==> config.mk <==
export PLATFORM = sky130hd
export DESIGN_NAME = ptr_regs_top
export DESIGN_NICKNAME = d
export VERILOG_FILES = /design/src/common/ptr_pkg.sv /design/src/hw/ptr_qualify.sv /design/src/hw/ptr_regs_top.sv
export SDC_FILE = /design/constraint.sdc
export NUM_CORES = 2
export LEC_CHECK = 0
export BUFFER_PORTS_ARGS = -buffer_cell sky130_fd_sc_hd__buf_2
export CAP_MARGIN = 20
export CELL_PAD_IN_SITES_DETAIL_PLACEMENT = 0
export CELL_PAD_IN_SITES_GLOBAL_PLACEMENT = 1
export CORE_UTILIZATION = 34
export DETAILED_ROUTE_END_ITERATION = 6
export PLACE_DENSITY_LB_ADDON = 0.1
export SYNTH_ARGS = -nofsm -noshare
export SYNTH_HDL_FRONTEND = slang
export SYNTH_SLANG_ARGS = --single-unit
==> constraint.sdc <==
create_clock -name clk -period 3.8 [get_ports clk]
set_input_delay 0.19 -clock clk [delete_from_list [all_inputs] [get_ports clk]]
set_output_delay 0.19 -clock clk [all_outputs]
set_load 0.01 [all_outputs]
==> src/common/ptr_pkg.sv <==
// shared constants and types for the protector threshold and eeprom register block
// assumes a single 200 MHz clock and a byte-wide command port fed by the serial front end
package ptr_pkg;

  // ==========================================================================
  // clock and timing
  localparam int CLK_MHZ = 200;
  localparam int OV_DELAY_US = 1000;     // overvoltage qualify delay
  localparam int OC_DELAY_US = 10000;    // overcurrent qualify delay
  localparam int SC_DELAY_US = 100;      // short-circuit qualify delay
  localparam int COPY_TIME_US = 10000;   // nonvolatile programming time
  localparam int OV_DELAY_CYC = OV_DELAY_US * CLK_MHZ;
  localparam int OC_DELAY_CYC = OC_DELAY_US * CLK_MHZ;
  localparam int SC_DELAY_CYC = SC_DELAY_US * CLK_MHZ;
  localparam int COPY_TIME_CYC = COPY_TIME_US * CLK_MHZ;

  // ==========================================================================
  // address map
  localparam logic [7:0] ADDR_ACR_MSB = 8'h10;
  localparam logic [7:0] ADDR_ACR_LSB = 8'h11;
  localparam logic [7:0] ADDR_AGE = 8'h14;
  localparam logic [7:0] ADDR_SPECIAL = 8'h15;
  localparam logic [7:0] ADDR_EEREG = 8'h1F;
  localparam logic [7:0] USER_LO = 8'h20;
  localparam logic [7:0] USER_HI = 8'h2F;
  localparam logic [7:0] PARAM_LO = 8'h60;
  localparam logic [7:0] PARAM_HI = 8'h80;
  localparam logic [7:0] ADDR_AGING_MSB = 8'h62;
  localparam logic [7:0] ADDR_FULL40_MSB = 8'h6A;
  localparam logic [7:0] ADDR_GAIN_MSB = 8'h78;
  localparam logic [7:0] ADDR_OV_THR = 8'h7F;
  localparam logic [7:0] RESERVED_VAL = 8'hFF;
  localparam logic [7:0] ERASED_VAL = 8'hFF;

  // ==========================================================================
  // field positions
  localparam int SF_HASH_BIT = 1;
  localparam int SF_IO_BIT = 0;
  localparam int EE_COPY_BIT = 7;
  localparam int EE_LOCK_BIT = 6;
  localparam int EE_PARAM_LK_BIT = 1;
  localparam int EE_USER_LK_BIT = 0;
  localparam int GAIN_OC_HI_BIT = 7;
  localparam int GAIN_OC_LO_BIT = 6;
  localparam int GAIN_SC_BIT = 5;

  // ==========================================================================
  // reset values and threshold figures (mV of sense voltage; OV_BASE in 5V/1024 steps)
  localparam logic IO_CTL_RESET = 1'b1;
  localparam logic [9:0] OV_BASE = 10'h2A6;  // 678 steps of 5V/1024
  localparam logic signed [15:0] COC_MV_TAB [4] = '{16'h0019, 16'h0026, 16'h0032, 16'h004B};
  localparam logic signed [15:0] DOC_MV_TAB [4] = '{16'h0026, 16'h0032, 16'h004B, 16'h0064};
  localparam logic signed [15:0] SC_MV_LO = 16'h0096;  // 150 mV
  localparam logic signed [15:0] SC_MV_HI = 16'h012C;  // 300 mV

  // ==========================================================================
  // qualifier indices and block codes
  localparam int QI_OV = 0;
  localparam int QI_COC = 1;
  localparam int QI_DOC = 2;
  localparam int QI_SC = 3;
  localparam logic BLK_USER = 1'b0;
  localparam logic BLK_PARAM = 1'b1;

  // ==========================================================================
  // types
  typedef enum logic [2:0] {
    PTR_OP_READ, PTR_OP_WRITE, PTR_OP_COPY, PTR_OP_RECALL, PTR_OP_LOCK, PTR_OP_END
  } ptr_op_t;

  typedef enum logic {CP_IDLE, CP_BUSY} ptr_copy_st_t;

  typedef struct packed {
    ptr_op_t op;
    logic [7:0] addr;
    logic [7:0] wdata;
  } ptr_req_t;

  typedef struct packed {
    logic [9:0] cell1;               // cell voltage, 5V/1024 units
    logic [9:0] cell2;
    logic signed [15:0] sense_mv;    // sense voltage, negative while charging
  } ptr_meas_t;

endpackage : ptr_pkg

==> src/hw/ptr_qualify.sv <==
// persistence qualifier: a condition must hold without a gap before it is reported
// assumes cond is already synchronous to clk
`timescale 1ns/1ps
module ptr_qualify #(
  parameter int CNT_W = 24,
  parameter logic [CNT_W-1:0] DELAY = '1
) (
  input wire logic clk,
  input wire logic rst_n,
  input wire logic cond,
  output logic qual
);

  logic [CNT_W-1:0] cnt_q, cnt_d;
  logic qual_q, qual_d;

  // ==========================================================================
  // hold counter, saturating at the delay; any gap restarts it
  always_comb begin
    cnt_d = '0;
    if (cond) begin
      cnt_d = (cnt_q == DELAY) ? cnt_q : cnt_q + 1'b1;
    end
    qual_d = cond && (cnt_q == DELAY);  // see R05 see R06
  end

  always_ff @(posedge clk or negedge rst_n) begin
    if (!rst_n) begin
      cnt_q <= '0;
      qual_q <= 1'b0;
    end else begin
      cnt_q <= cnt_d;
      qual_q <= qual_d;
    end
  end

  assign qual = qual_q;
endmodule : ptr_qualify

==> src/hw/ptr_regs_top.sv <==
// protector thresholds, special-feature and eeprom lock registers with shadow ram
// assumes a serial front end that turns host commands into one-cycle requests on clk
`timescale 1ns/1ps

// Summary of operation
// overvoltage fault when either cell stays above threshold for the full delay
// threshold is 678 plus twice the 7-bit code, in 5V/1024 steps
// two select bits pick charge and discharge overcurrent thresholds
// one select bit picks 150 mV or 300 mV short-circuit threshold
// overcurrent turns FET off only after persisting beyond its delay
// short circuit turns FET off only after persisting beyond its delay
// hash-busy bit reads 1 while a hash runs, else 0
// io control 0 drives the pin low, 1 releases it
// reading io control returns the pin level
// io control forced to 1 at power-up and on sleep entry
// host must not drive io low while it is a power-switch input
// copy flag reads 1 during copy; eeprom writes then are dropped
// lock works only with lock enable set; enable clears unless lock follows
// parameter block lock flag shows block 60h-80h locked
// user block lock flag shows block 20h-2Fh locked
// locked block refuses writes forever; reads unaffected
// 256-byte space; reserved bytes read FFh and should not be written
// 16-bit values: MSB at even address, LSB at next odd
// reading an MSB latches both bytes until the read command ends
// reads and writes hit shadow ram; copy and recall move blocks
// block under copy is inaccessible until programming time elapses
// charge and age saved to eeprom on each 4% capacity boundary crossing
// enables turn FETs on only when no fault is present
// overvoltage or charge overcurrent drops charge FET; others drop discharge FET
// overvoltage threshold is read/write in shadow, recalled at power-up
module ptr_regs_top import ptr_pkg::*; #(
  parameter int OV_DLY = OV_DELAY_CYC,
  parameter int OC_DLY = OC_DELAY_CYC,
  parameter int SC_DLY = SC_DELAY_CYC,
  parameter int COPY_DLY = COPY_TIME_CYC,
  parameter int CNT_W = 24
) (
  input wire logic clk,
  input wire logic rst_n,
  input wire logic req_valid,
  input wire ptr_req_t req,
  input wire ptr_meas_t meas,
  input wire logic charge_fet_enable,
  input wire logic discharge_fet_enable,
  input wire logic hash_busy,
  input wire logic sleep_enter,
  input wire logic [15:0] accumulated_charge,
  input wire logic [7:0] age_scalar,
  input wire logic [7:0] active_rel_capacity,
  input wire logic io_pin_i,
  output logic io_pin_o,
  output logic io_pin_oe,
  output logic rsp_valid,
  output logic [7:0] rsp_data,
  output logic chg_fet_on,
  output logic dis_fet_on,
  output logic ov_fault,
  output logic copy_in_progress
);

  // ==========================================================================
  // state
  logic [7:0] sh_q [256];
  logic [7:0] sh_d [256];
  logic [7:0] ee_q [256];
  logic [7:0] ee_d [256];
  ptr_copy_st_t cp_st_q, cp_st_d;
  logic [CNT_W-1:0] cp_cnt_q, cp_cnt_d;
  logic cp_blk_q, cp_blk_d;
  logic user_lk_q, user_lk_d, param_lk_q, param_lk_d;
  logic lock_en_q, lock_en_d, first_q, first_d, boot_q, boot_d;
  logic lat_v_q, lat_v_d;
  logic [7:0] lat_q, lat_d, lat_a_q, lat_a_d;
  logic io_ctl_q, io_ctl_d, io_oe_q, io_oe_d, io_meta_q, io_sync_q, io_out_q;
  logic rsp_valid_q, rsp_valid_d;
  logic [7:0] rsp_data_q, rsp_data_d;
  logic [5:0] bucket_q, bucket_d;
  logic [9:0] thr_q, thr_d;
  logic signed [15:0] coc_q, coc_d, doc_q, doc_d, sc_q, sc_d;
  logic chg_q, chg_d, dis_q, dis_d, ovf_q, ovf_d;
  logic [3:0] raw, qual;
  logic cp_busy, rd_req, wr_req, cp_req, rc_req, lk_req, end_req;
  logic ee_wr_ok, cp_start, rc_start, lk_do, cp_done, save_ev;
  logic [7:0] rd_data;

  // ==========================================================================
  // address decoding helpers
  function automatic logic in_user(input logic [7:0] a);
    return (a >= USER_LO) && (a <= USER_HI);
  endfunction : in_user

  function automatic logic in_param(input logic [7:0] a);
    return (a >= PARAM_LO) && (a <= PARAM_HI);
  endfunction : in_param

  function automatic logic is_ee(input logic [7:0] a);
    return in_user(a) || in_param(a);
  endfunction : is_ee

  function automatic logic blk_of(input logic [7:0] a);
    return in_param(a) ? BLK_PARAM : BLK_USER;
  endfunction : blk_of

  function automatic logic is_locked(input logic [7:0] a);
    return (in_user(a) && user_lk_q) || (in_param(a) && param_lk_q);
  endfunction : is_locked

  // even addresses heading a 16-bit pair
  function automatic logic is_pair_msb(input logic [7:0] a);
    return (a == ADDR_ACR_MSB) || (a == ADDR_AGING_MSB) || (a == ADDR_FULL40_MSB)
      || (a == ADDR_GAIN_MSB);
  endfunction : is_pair_msb

  function automatic logic blk_busy(input logic [7:0] a);
    return cp_busy && is_ee(a) && (blk_of(a) == cp_blk_q);
  endfunction : blk_busy

  // live byte at an address; unmapped and reserved bytes read as all ones
  function automatic logic [7:0] map_byte(input logic [7:0] a);
    logic [7:0] b;
    b = RESERVED_VAL;
    if (a == ADDR_ACR_MSB) begin
      b = accumulated_charge[15:8];
    end else if (a == ADDR_ACR_LSB) begin
      b = accumulated_charge[7:0];
    end else if (a == ADDR_AGE) begin
      b = age_scalar;
    end else if (a == ADDR_SPECIAL) begin
      b = 8'h00;
      b[SF_HASH_BIT] = hash_busy;
      b[SF_IO_BIT] = io_sync_q;
    end else if (a == ADDR_EEREG) begin
      b = 8'h00;
      b[EE_COPY_BIT] = cp_busy;
      b[EE_LOCK_BIT] = lock_en_q;
      b[EE_PARAM_LK_BIT] = param_lk_q;
      b[EE_USER_LK_BIT] = user_lk_q;
    end else if (is_ee(a) && !blk_busy(a)) begin
      b = sh_q[a];  // see R20
    end
    return b;
  endfunction : map_byte

  // ==========================================================================
  // request decode
  assign cp_busy = (cp_st_q == CP_BUSY);
  assign rd_req = req_valid && (req.op == PTR_OP_READ);
  assign wr_req = req_valid && (req.op == PTR_OP_WRITE);
  assign cp_req = req_valid && (req.op == PTR_OP_COPY);
  assign rc_req = req_valid && (req.op == PTR_OP_RECALL);
  assign lk_req = req_valid && (req.op == PTR_OP_LOCK);
  assign end_req = req_valid && (req.op == PTR_OP_END);
  // writes to reserved or read-only bytes simply fall through
  // helpers read lock, copy and live state beyond their arguments, so keep them in a process
  always_comb begin
    ee_wr_ok = wr_req && is_ee(req.addr) && !cp_busy && !is_locked(req.addr);  // see R12
    cp_start = cp_req && is_ee(req.addr) && !cp_busy && !is_locked(req.addr);
    rc_start = rc_req && is_ee(req.addr) && !cp_busy;
    lk_do = lk_req && lock_en_q && is_ee(req.addr) && !cp_busy;
    rd_data = (lat_v_q && req.addr == lat_a_q) ? lat_q : map_byte(req.addr);
  end
  assign cp_done = cp_busy && (cp_cnt_q == '0);
  assign save_ev = !boot_q && (active_rel_capacity[7:2] != bucket_q);

  // ==========================================================================
  // shadow ram and eeprom cells; cells reset to erased to model a blank part
  always_comb begin
    sh_d = sh_q;
    ee_d = ee_q;
    for (int i = 0; i < 256; i++) begin
      if (is_ee(8'(i)) && (boot_q || (rc_start && blk_of(8'(i)) == blk_of(req.addr)))) begin
        sh_d[i] = ee_q[i];  // see R25
      end
      if (cp_done && is_ee(8'(i)) && blk_of(8'(i)) == cp_blk_q) begin
        ee_d[i] = sh_q[i];
      end
    end
    if (ee_wr_ok) begin
      sh_d[req.addr] = req.wdata;
    end
    if (save_ev) begin
      ee_d[ADDR_ACR_MSB] = accumulated_charge[15:8];
      ee_d[ADDR_ACR_LSB] = accumulated_charge[7:0];
      ee_d[ADDR_AGE] = age_scalar;
    end
  end

  always_ff @(posedge clk or negedge rst_n) begin
    if (!rst_n) begin
      for (int i = 0; i < 256; i++) begin
        sh_q[i] <= RESERVED_VAL;
        ee_q[i] <= ERASED_VAL;
      end
    end else begin
      sh_q <= sh_d;
      ee_q <= ee_d;
    end
  end

  // ==========================================================================
  // copy sequencer, locks, lock enable, pair latch, io control, read answer
  always_comb begin
    cp_st_d = cp_st_q;
    cp_cnt_d = cp_cnt_q;
    cp_blk_d = cp_blk_q;
    unique case (cp_st_q)
      CP_IDLE: if (cp_start) begin
        cp_st_d = CP_BUSY;
        cp_cnt_d = CNT_W'(COPY_DLY - 1);
        cp_blk_d = blk_of(req.addr);
      end
      CP_BUSY: if (cp_cnt_q == '0) begin
        cp_st_d = CP_IDLE;
      end else begin
        cp_cnt_d = cp_cnt_q - 1'b1;
      end
    endcase
    user_lk_d = user_lk_q || (lk_do && !in_param(req.addr));
    param_lk_d = param_lk_q || (lk_do && in_param(req.addr));
    lock_en_d = lock_en_q;
    if (first_q && req_valid && !lk_req && !end_req) begin
      lock_en_d = 1'b0;
    end
    if (lk_do) begin
      lock_en_d = 1'b0;
    end
    if (wr_req && req.addr == ADDR_EEREG) begin
      lock_en_d = req.wdata[EE_LOCK_BIT];
    end
    first_d = end_req ? 1'b1 : (req_valid ? 1'b0 : first_q);
    lat_v_d = lat_v_q;
    lat_d = lat_q;
    lat_a_d = lat_a_q;
    if (end_req) begin
      lat_v_d = 1'b0;
    end else if (rd_req && is_pair_msb(req.addr)) begin
      lat_v_d = 1'b1;
      lat_a_d = req.addr + 8'h01;
      lat_d = map_byte(req.addr + 8'h01);
    end
    // no guard against the power-switch use of the pin; that is on the host
    io_ctl_d = io_ctl_q;
    if (wr_req && req.addr == ADDR_SPECIAL) begin
      io_ctl_d = req.wdata[SF_IO_BIT];  // see R08
    end
    if (sleep_enter) begin
      io_ctl_d = IO_CTL_RESET;
    end
    io_oe_d = !io_ctl_d;
    rsp_valid_d = rd_req;
    rsp_data_d = rd_req ? rd_data : rsp_data_q;
    bucket_d = active_rel_capacity[7:2];
    boot_d = 1'b0;
  end

  always_ff @(posedge clk or negedge rst_n) begin
    if (!rst_n) begin
      cp_st_q <= CP_IDLE;
      cp_cnt_q <= '0;
      cp_blk_q <= BLK_USER;
      user_lk_q <= 1'b0;
      param_lk_q <= 1'b0;
      lock_en_q <= 1'b0;
      first_q <= 1'b1;
      lat_v_q <= 1'b0;
      lat_q <= 8'h00;
      lat_a_q <= 8'h00;
      io_ctl_q <= IO_CTL_RESET;
      io_oe_q <= 1'b0;
      rsp_valid_q <= 1'b0;
      rsp_data_q <= 8'h00;
      bucket_q <= 6'h00;
      boot_q <= 1'b1;
    end else begin
      cp_st_q <= cp_st_d;
      cp_cnt_q <= cp_cnt_d;
      cp_blk_q <= cp_blk_d;
      user_lk_q <= user_lk_d;
      param_lk_q <= param_lk_d;
      lock_en_q <= lock_en_d;
      first_q <= first_d;
      lat_v_q <= lat_v_d;
      lat_q <= lat_d;
      lat_a_q <= lat_a_d;
      io_ctl_q <= io_ctl_d;
      io_oe_q <= io_oe_d;
      rsp_valid_q <= rsp_valid_d;
      rsp_data_q <= rsp_data_d;
      bucket_q <= bucket_d;
      boot_q <= boot_d;
    end
  end

  // io pin comes from outside, two flops before anything reads it
  always_ff @(posedge clk or negedge rst_n) begin
    if (!rst_n) begin
      io_meta_q <= 1'b0;
      io_sync_q <= 1'b0;
      io_out_q <= 1'b0;
    end else begin
      io_meta_q <= io_pin_i;
      io_sync_q <= io_meta_q;
      io_out_q <= 1'b0;  // open drain only ever pulls low
    end
  end

  // ==========================================================================
  // protection thresholds from shadow, qualified faults and FET drive
  always_comb begin
    thr_d = OV_BASE + {2'b00, sh_q[ADDR_OV_THR][6:0], 1'b0};
    coc_d = COC_MV_TAB[{sh_q[ADDR_GAIN_MSB][GAIN_OC_HI_BIT], sh_q[ADDR_GAIN_MSB][GAIN_OC_LO_BIT]}];
    doc_d = DOC_MV_TAB[{sh_q[ADDR_GAIN_MSB][GAIN_OC_HI_BIT], sh_q[ADDR_GAIN_MSB][GAIN_OC_LO_BIT]}];
    sc_d = sh_q[ADDR_GAIN_MSB][GAIN_SC_BIT] ? SC_MV_HI : SC_MV_LO;
    raw[QI_OV] = (meas.cell1 > thr_q) || (meas.cell2 > thr_q);
    raw[QI_COC] = meas.sense_mv < -coc_q;
    raw[QI_DOC] = meas.sense_mv > doc_q;
    raw[QI_SC] = meas.sense_mv > sc_q;
    chg_d = charge_fet_enable && !qual[QI_OV] && !qual[QI_COC];  // see R23
    dis_d = discharge_fet_enable && !qual[QI_DOC] && !qual[QI_SC];  // see R23
    ovf_d = qual[QI_OV];
  end

  always_ff @(posedge clk or negedge rst_n) begin
    if (!rst_n) begin
      thr_q <= 10'h3FF;
      coc_q <= 16'h0000;
      doc_q <= 16'h7FFF;
      sc_q <= 16'h7FFF;
      chg_q <= 1'b0;
      dis_q <= 1'b0;
      ovf_q <= 1'b0;
    end else begin
      thr_q <= thr_d;
      coc_q <= coc_d;
      doc_q <= doc_d;
      sc_q <= sc_d;
      chg_q <= chg_d;
      dis_q <= dis_d;
      ovf_q <= ovf_d;
    end
  end

  localparam int QUAL_DLY [4] = '{OV_DLY, OC_DLY, OC_DLY, SC_DLY};

  // one persistence qualifier per fault source
  for (genvar g = 0; g < 4; g++) begin : g_qual
    ptr_qualify #(
      .CNT_W(CNT_W),
      .DELAY(CNT_W'(QUAL_DLY[g]))
    ) u_qual (
      .clk(clk),
      .rst_n(rst_n),
      .cond(raw[g]),
      .qual(qual[g])
    );
  end

  assign io_pin_o = io_out_q;
  assign io_pin_oe = io_oe_q;
  assign rsp_valid = rsp_valid_q;
  assign rsp_data = rsp_data_q;
  assign chg_fet_on = chg_q;
  assign dis_fet_on = dis_q;
  assign ov_fault = ovf_q;
  assign copy_in_progress = cp_busy;
endmodule : ptr_regs_top

==> After elaboration in Yosys (flattened, before gate mapping) <==
Index checks and enable logic that the tools add are counted.
{ "op_classes": {"addsub": 8, "magnitude_cmp": 17, "n_eq_ne": 31, "n_mux": 104, "n_bitwise": 7, "n_reduce_logical": 83} }
{ "ops": {"columns": ["op", "count"], "rows": [
  ["bitwise mux 2048 bit", 1],
  ["2-to-1 mux 1792 bit", 1],
  ["2-to-1 mux 8 bit", 67],
  ["2-to-1 mux 24 bit", 10],
  ["binary-select mux 8 bit (select 8 bit)", 2],
  ["adder 24 x 1 -> 24 bit (second input constant)", 4],
  ["equality test 8 x 5 -> 1 bit (second input constant)", 10],
  ["binary-select mux 16 bit (select 2 bit)", 2],
  ["demux 8 bit (select 8 bit)", 1],
  ["2-to-1 mux 16 bit", 4],
  ["logical AND 1 bit", 52],
  ["equality test 24 x 21 -> 1 bit (second input constant)", 2],
  ["case mux 24 bit (2 select lines)", 1],
  ["> comparator 16 bit", 2],
  ["equality test 24 x 15 -> 1 bit (second input constant)", 1],
  ["equality test 24 x 18 -> 1 bit (second input constant)", 1],
  ["equality test 8 x 7 -> 1 bit (second input constant)", 3],
  ["zero test 24 bit", 1],
  ["subtractor 24 x 1 -> 24 bit (second input constant)", 1],
  ["> comparator 10 bit", 2],
  [">= comparator 9 bit (second input constant)", 2],
  ["inverter 8 -> 9 bit", 2],
  [">= comparator 8 x 6 -> 1 bit (second input constant)", 2],
  [">= comparator 8 x 7 -> 1 bit (second input constant)", 2],
  ["25 further kinds", 74]
]} }
{ "totals": {"regBits": 2661, "input_bits": 95, "out_inout_bits": 15, "elab_cells": 587} }

==> Logic depth before layout (Yosys ltp) <==
{ "depth": {"depth_word": 14, "depth_mapped": 19, "ltp_nobuf": 11} }

==> Hierarchy <==
A second synthesis with hierarchy kept.
{ "unflattened": {"hier_cells": 8938, "hier_area_um2": 114479.8} }
{ "modules_own_cells": {"columns": ["module", "n_inst", "cells_each", "area_per_inst_um2", "seq_area_each_um2"], "rows": [
  ["ptr_regs_top", 1, 8385, 109128.4, 62924.1],
  ["ptr_qualify at g_qual[1].u_qual ...", 2, 138, 1327.5, 625.6],
  ["ptr_qualify at g_qual[3].u_qual", 1, 141, 1373.8, 625.6],
  ["ptr_qualify at g_qual[0].u_qual", 1, 136, 1322.5, 625.6]
]} }

==> Worst setup path before layout <==
OpenSTA, ideal clock, no wires.
{ "synth_path": {"path_kind": "input port to flip-flop", "start": "input port req[8] (netlist bit)", "end": "register lat_q[2]", "arrival_time_ns": 4.740, "t_required_ns": 3.672, "setup_slack_ns": -1.067, "stages": 17, "path_buffers": 9, "path_cell_list": "buf_2 > buf_2 > buf_1 > clkbuf_1 > buf_2 > inv_1 > ha_1 > clkbuf_1 > clkbuf_1 > buf_1 > clkbuf_1 > mux4_2 > a221oi_1 > a211oi_1 > a221o_1 > a21oi_1 > o21ai_0"} }
{ "synth_via": {"elab_chain_len": 14, "elab_cells_between_ends": 38, "cone_classes": "add/sub: 1; order compare: 4; eq/ne: 10; mux: 10; bitwise: 1; reduce/logical: 12"} }
{ "synth_lines": {"columns": ["item", "line", "rtl"], "rows": [
  ["from (decl)", "ptr_regs_top.sv:41", "input wire ptr_req_t req,"],
  ["branches (longest 14 deep; another with adder 8 x 1 -> 8 bit)", null, null],
  ["to (signal assigned)", "ptr_regs_top.sv:283", "lat_q <= lat_d;"],
  ["to (decl)", "ptr_regs_top.sv:73", "logic [7:0] lat_q, lat_d, lat_a_q, lat_a_d;"]
]} }
Parallel ways; which one is timed is not known. The select of a mux whose other input is x is not followed.
A chain may end at the register's enable or synchronous reset.

==> Final worst setup path <==
{ "layout_path": {"start": "input port req[16] (netlist bit)", "end": "register lat_q[6]"} }
{ "layout_via": {"elab_chain_len": 4, "elab_cells_between_ends": 7, "cone_classes": "eq/ne: 1; bitwise: 1; reduce/logical: 5"} }
{ "layout_lines": {"columns": ["item", "line", "rtl"], "rows": [
  ["zero test 3 bit", "ptr_regs_top.sv:147", "assign rd_req = req_valid && (req.op == PTR_OP_READ);"],
  ["logical AND 1 bit", "ptr_regs_top.sv:147", null],
  ["net rd_req", "ptr_regs_top.sv:82", "logic cp_busy, rd_req, wr_req, cp_req, rc_req, lk_req, end_req;"],
  ["logical AND 1 bit", "ptr_regs_top.sv:236", "end else if (rd_req && is_pair_msb(req.addr)) begin"],
  ["AND reduction 2 bit (no line)", null, null]
]} }
The timed path passes the listed nets, and every way through them passes these cells.

==> impl_metrics.csv <==
group,metric,value,unit
sta,rsz0062_at_grt,"false",
grt,track_usage,19.70,%
placement,hpwlAfterDp,144800,microns
final_layout,multiInputGateArea,0.03017,sq mm
yosys,async_flop_share,100.0,%
placement,gp_congestion,0.8744,
yosys,synth_top_area_cell,"dfstp_2",
worst_setup_path,slowest_stage,"dlygate4sd3_1",
worst_setup_path,critPathCaptureType,"flip-flop",
cts,cts.clk_slew.worst_paths,0.06,ns
yosys,synth.area.mux_share,24.71,%
sta,setup_tns,0,ns
route,num_vias,44070,
sta,period_minus_slack,3.488,ns
final_layout,fin_area,0.08387,sq mm
run_status,status,"completed",
grt,grt_overflow,0,
worst_setup_path,path_delay_family,"buffers and inverters",
final_layout,final_common_cell,"dfstp_2",
cts,insertion_delay,0.84,ns
yosys,ys_ff_latch,1530,
pwr,ir_drop,0.4649,mV
worst_setup_path,crit_cells,13,
worst_setup_path,r2r_end,"ee_q[1209]$_DFFE_PN1P_",
worst_setup_path,startpoint_type,"input port",
placement,place_ws,0.004308,ns
pwr,p_leak,33.22,nW
worst_setup_path,cp_common_cell,"dlygate4sd3_1",
sta,final-hold-violation-count,0,
sta,finalCritPeriodShare,91.78,%
grt,antenna_found_initial,6,
cts,cts_setup_buffers,0,
sta,worst_pin_slew,1.035,ns
worst_setup_path,crit_required,4.53,ns
final_layout,stdcell_count,8544,
worst_setup_path,worst-path-buf-inv,7,
final_layout,final_util,38.96,%
pwr,p_per_area,437.5,mW/mm^2
yosys,synthCells,5846,
sta,skew,0.07427,ns
placement,io_buffers,100,
sta,whs,0.07224,ns
min_path,hp-class,"in2reg",
grt,grt_first_pass_wirelength,320900,microns
worst_setup_path,reg2reg_from,"cp_cnt_q[17]$_DFFE_PN0P_",
yosys,synth_top_cell_area_share,48.48,%
floorplan,start_util,34.32,%
cts,htreeDepth,4,
worst_setup_path,crit_type,"in2reg",
final_layout,fill_cells,20120,
cts,cts_max_path_buffers,3,
sta,max_slew_margin,30.97,%
placement,postPlaceCellArea,0.07731,sq mm
cts,cts_made_buffers,179,
yosys,synth_simple_gate_area_share,6.939,%
route,wl_per_cell,25.06,microns
cts,cts_tree,"built",
yosys,synth.area.top_cells,"dfstp_2 (48%), mux4_2 (13%), mux2i_1 (5.7%)",
worst_setup_path,crit_path_end,"lat_q[6]$_DFFE_PN0P_",
worst_setup_path,r2r_slack,0.40,ns
route,drc,0,
yosys,ys.flop_type,"dfstp_2",
floorplan,die_h,468.1,microns
floorplan,die_w,468.1,microns
sta,setup_viol,0,
final_layout,final_layout_size_suffix_gt1_share,47.95,%
final_layout,final_cell_mix,"dfstp_2 (1,363), mux2i_1 (418), mux4_2 (418), nor2_1 (395), a21oi_1 (379)",
route,dr.first_iter.drc_count,2773,
worst_setup_path,arrival,4.22,ns
route,antenna_left,0,
yosys,yosysWarningCount,0,
route,drt-total-wl,214100,microns
worst_setup_path,cpPeakStageDelay,0.63,ns
yosys,avgSynthCellArea,12.64,sq um
route,vias_per_cell,5.158,
grt,grt_max_degree,170,
floorplan,ioPinCount,110,
final_layout,syn2layout_area_growth,13.54,%
yosys,synth_top_family_by_area,"multiplexers",
flow_run,cap_violations,0,
worst_setup_path,crit_start,"req[16]",
min_path,min_from,"req[6]",
yosys,netlist_area,0.07387,sq mm
worst_setup_path,worstPathCellList,"dlygate4sd3_1 -> buf_2 -> or3_1 -> inv_2 -> o21ai_2 -> buf_4 -> inv_1 -> nand3_1 -> nand2_1 -> a211oi_1 -> dlygate4sd3_1 -> a21oi_1 -> dlygate4sd3_1",
cts,clock_sink_count,1530,
cts,clock-root-buffer,"clkbuf_16",
yosys,synth_edf_count,0,
final_layout,seq_area,0.03999,sq mm
final_layout,final_net_count,5734,
sta,maxSlewViolCount,0,
sta,fmax,286.7,MHz
yosys,synth_fa_ha_area_share,1.355,%
floorplan,die_area,0.2191,sq mm
floorplan,fp.coreArea,0.2153,sq mm
worst_setup_path,path_max_fanout,27,
grt,grt_pass1_vias,45990,
yosys,yosysSeqAreaShare,54.14,%
yosys,ys_types,83,
placement,place_inst,8160,
sta,fin_ws,0.3123,ns
worst_setup_path,rr_worst_depth,6,
route,drt_pass1_iterations,6,
yosys,synth-xor-area-share,1.655,%
pwr,fin_total_pwr,36.70,mW
floorplan,num_rows,170,
yosys,synth_compound_area_share,5.955,%
[routing by layer]
layer / GRT usage, % / part of all wire [%]
met5: 0 / 0.0037
met4: 6.965 / 3.5
met3: 2.853 / 3.4
met2: 31.51 / 47
met1: 27.20 / 46
[registers in the layout (all words and copies together), names as in the netlist, 2 cells and up]
signal,flops
thr_q,9
doc_q,6
g_qual.u_qual.qual,4
cp_cnt_q,24
g_qual.u_qual.cnt_q,96
rsp_data,8
ee_q,392
lat_q,8
sc_q,2
lat_a_q,8
coc_q,6
sh_q,952
[area by class of cell]
cell class	count	area share [%]
Clock buffer	260	6.121
Timing Repair Buffer	438	4.632
Inverter	72	0.3237
Sequential cell	1530	47.68
Antenna cell	4	0.01193
Multi-Input combinational cell	3338	35.97
Tap cell	2838	4.234
Clock inverter	64	1.025
[kinds of logic after synthesis]
group | count (synthesis)
compound gates | 766
xor+xnor | 138
fa+ha+maj | 80
buf+inv | 979
flops | 1530
mux | 1249
other cells | 1
simple gates | 1103
[power breakdown]
group / internal, mW / total [mW] / switching [mW]
Combinational: 0.941 / 2.68 / 1.74
Clock: 10.1 / 17.3 / 7.25
Sequential: 16.5 / 16.7 / 0.174
[timing repair]
action                                 4_1_cts  5_1_grt
hold buffers                                56        0
gates resized for setup                      0        0
endpoints found under the hold margin      431        0
[cell usage after synthesis (10+ instances only)]
| library cell | number |
|---|---|
| or3_1 | 16 |
| o21ai_0 | 155 |
| a22oi_1 | 23 |
| nand3_1 | 97 |
| clkbuf_1 | 726 |
| xnor2_1 | 73 |
| nor2_1 | 396 |
| inv_1 | 70 |
| nor4_1 | 22 |
| nor3_1 | 40 |
| o22ai_1 | 10 |
| and2_1 | 10 |
| mux4_2 | 418 |
| a21o_1 | 15 |
| a21oi_1 | 380 |
| mux2_1 | 188 |
| xor2_1 | 64 |
| dfstp_2 | 1363 |
| and3_1 | 28 |
| mux2_2 | 224 |
| dfrtp_1 | 167 |
| a221oi_1 | 18 |
| nand3_2 | 17 |
| buf_2 | 117 |
| nand2_1 | 337 |
| buf_4 | 11 |
| mux2i_1 | 418 |
| nor2b_1 | 21 |
| or4_1 | 11 |
| ha_1 | 80 |
| o21ai_1 | 39 |
| nor2_4 | 10 |
| buf_1 | 51 |
| nand2b_1 | 11 |
| a211oi_1 | 36 |
| nand4_1 | 32 |
[tightest hold or removal path: stages]
cell and delay [ns]:
buf_2 0.10, buf_4 0.39, nand2_1 0.14, o21ai_0 0.07
[worst min-delay path by stage]
stage	end	slack, ns	depth (start not counted)
final	sh_q[1670]$_DFF_PN1_	0.07	4
after global placement	g_qual[2].u_qual.cnt_q[19]$_DFFE_PN0N_	0.12	1
after detailed placement	g_qual[2].u_qual.cnt_q[19]$_DFFE_PN0N_	0.12	1
after floorplan	chg_fet_on$_DFF_PN0_	-0.11	0
after global routing	g_qual[0].u_qual.cnt_q[18]$_DFFE_PN0N_	0.07	5
after CTS	rsp_data[6]$_DFFE_PN0P_	0.005	5
Note: power is estimated with default switching activity, not from simulation.
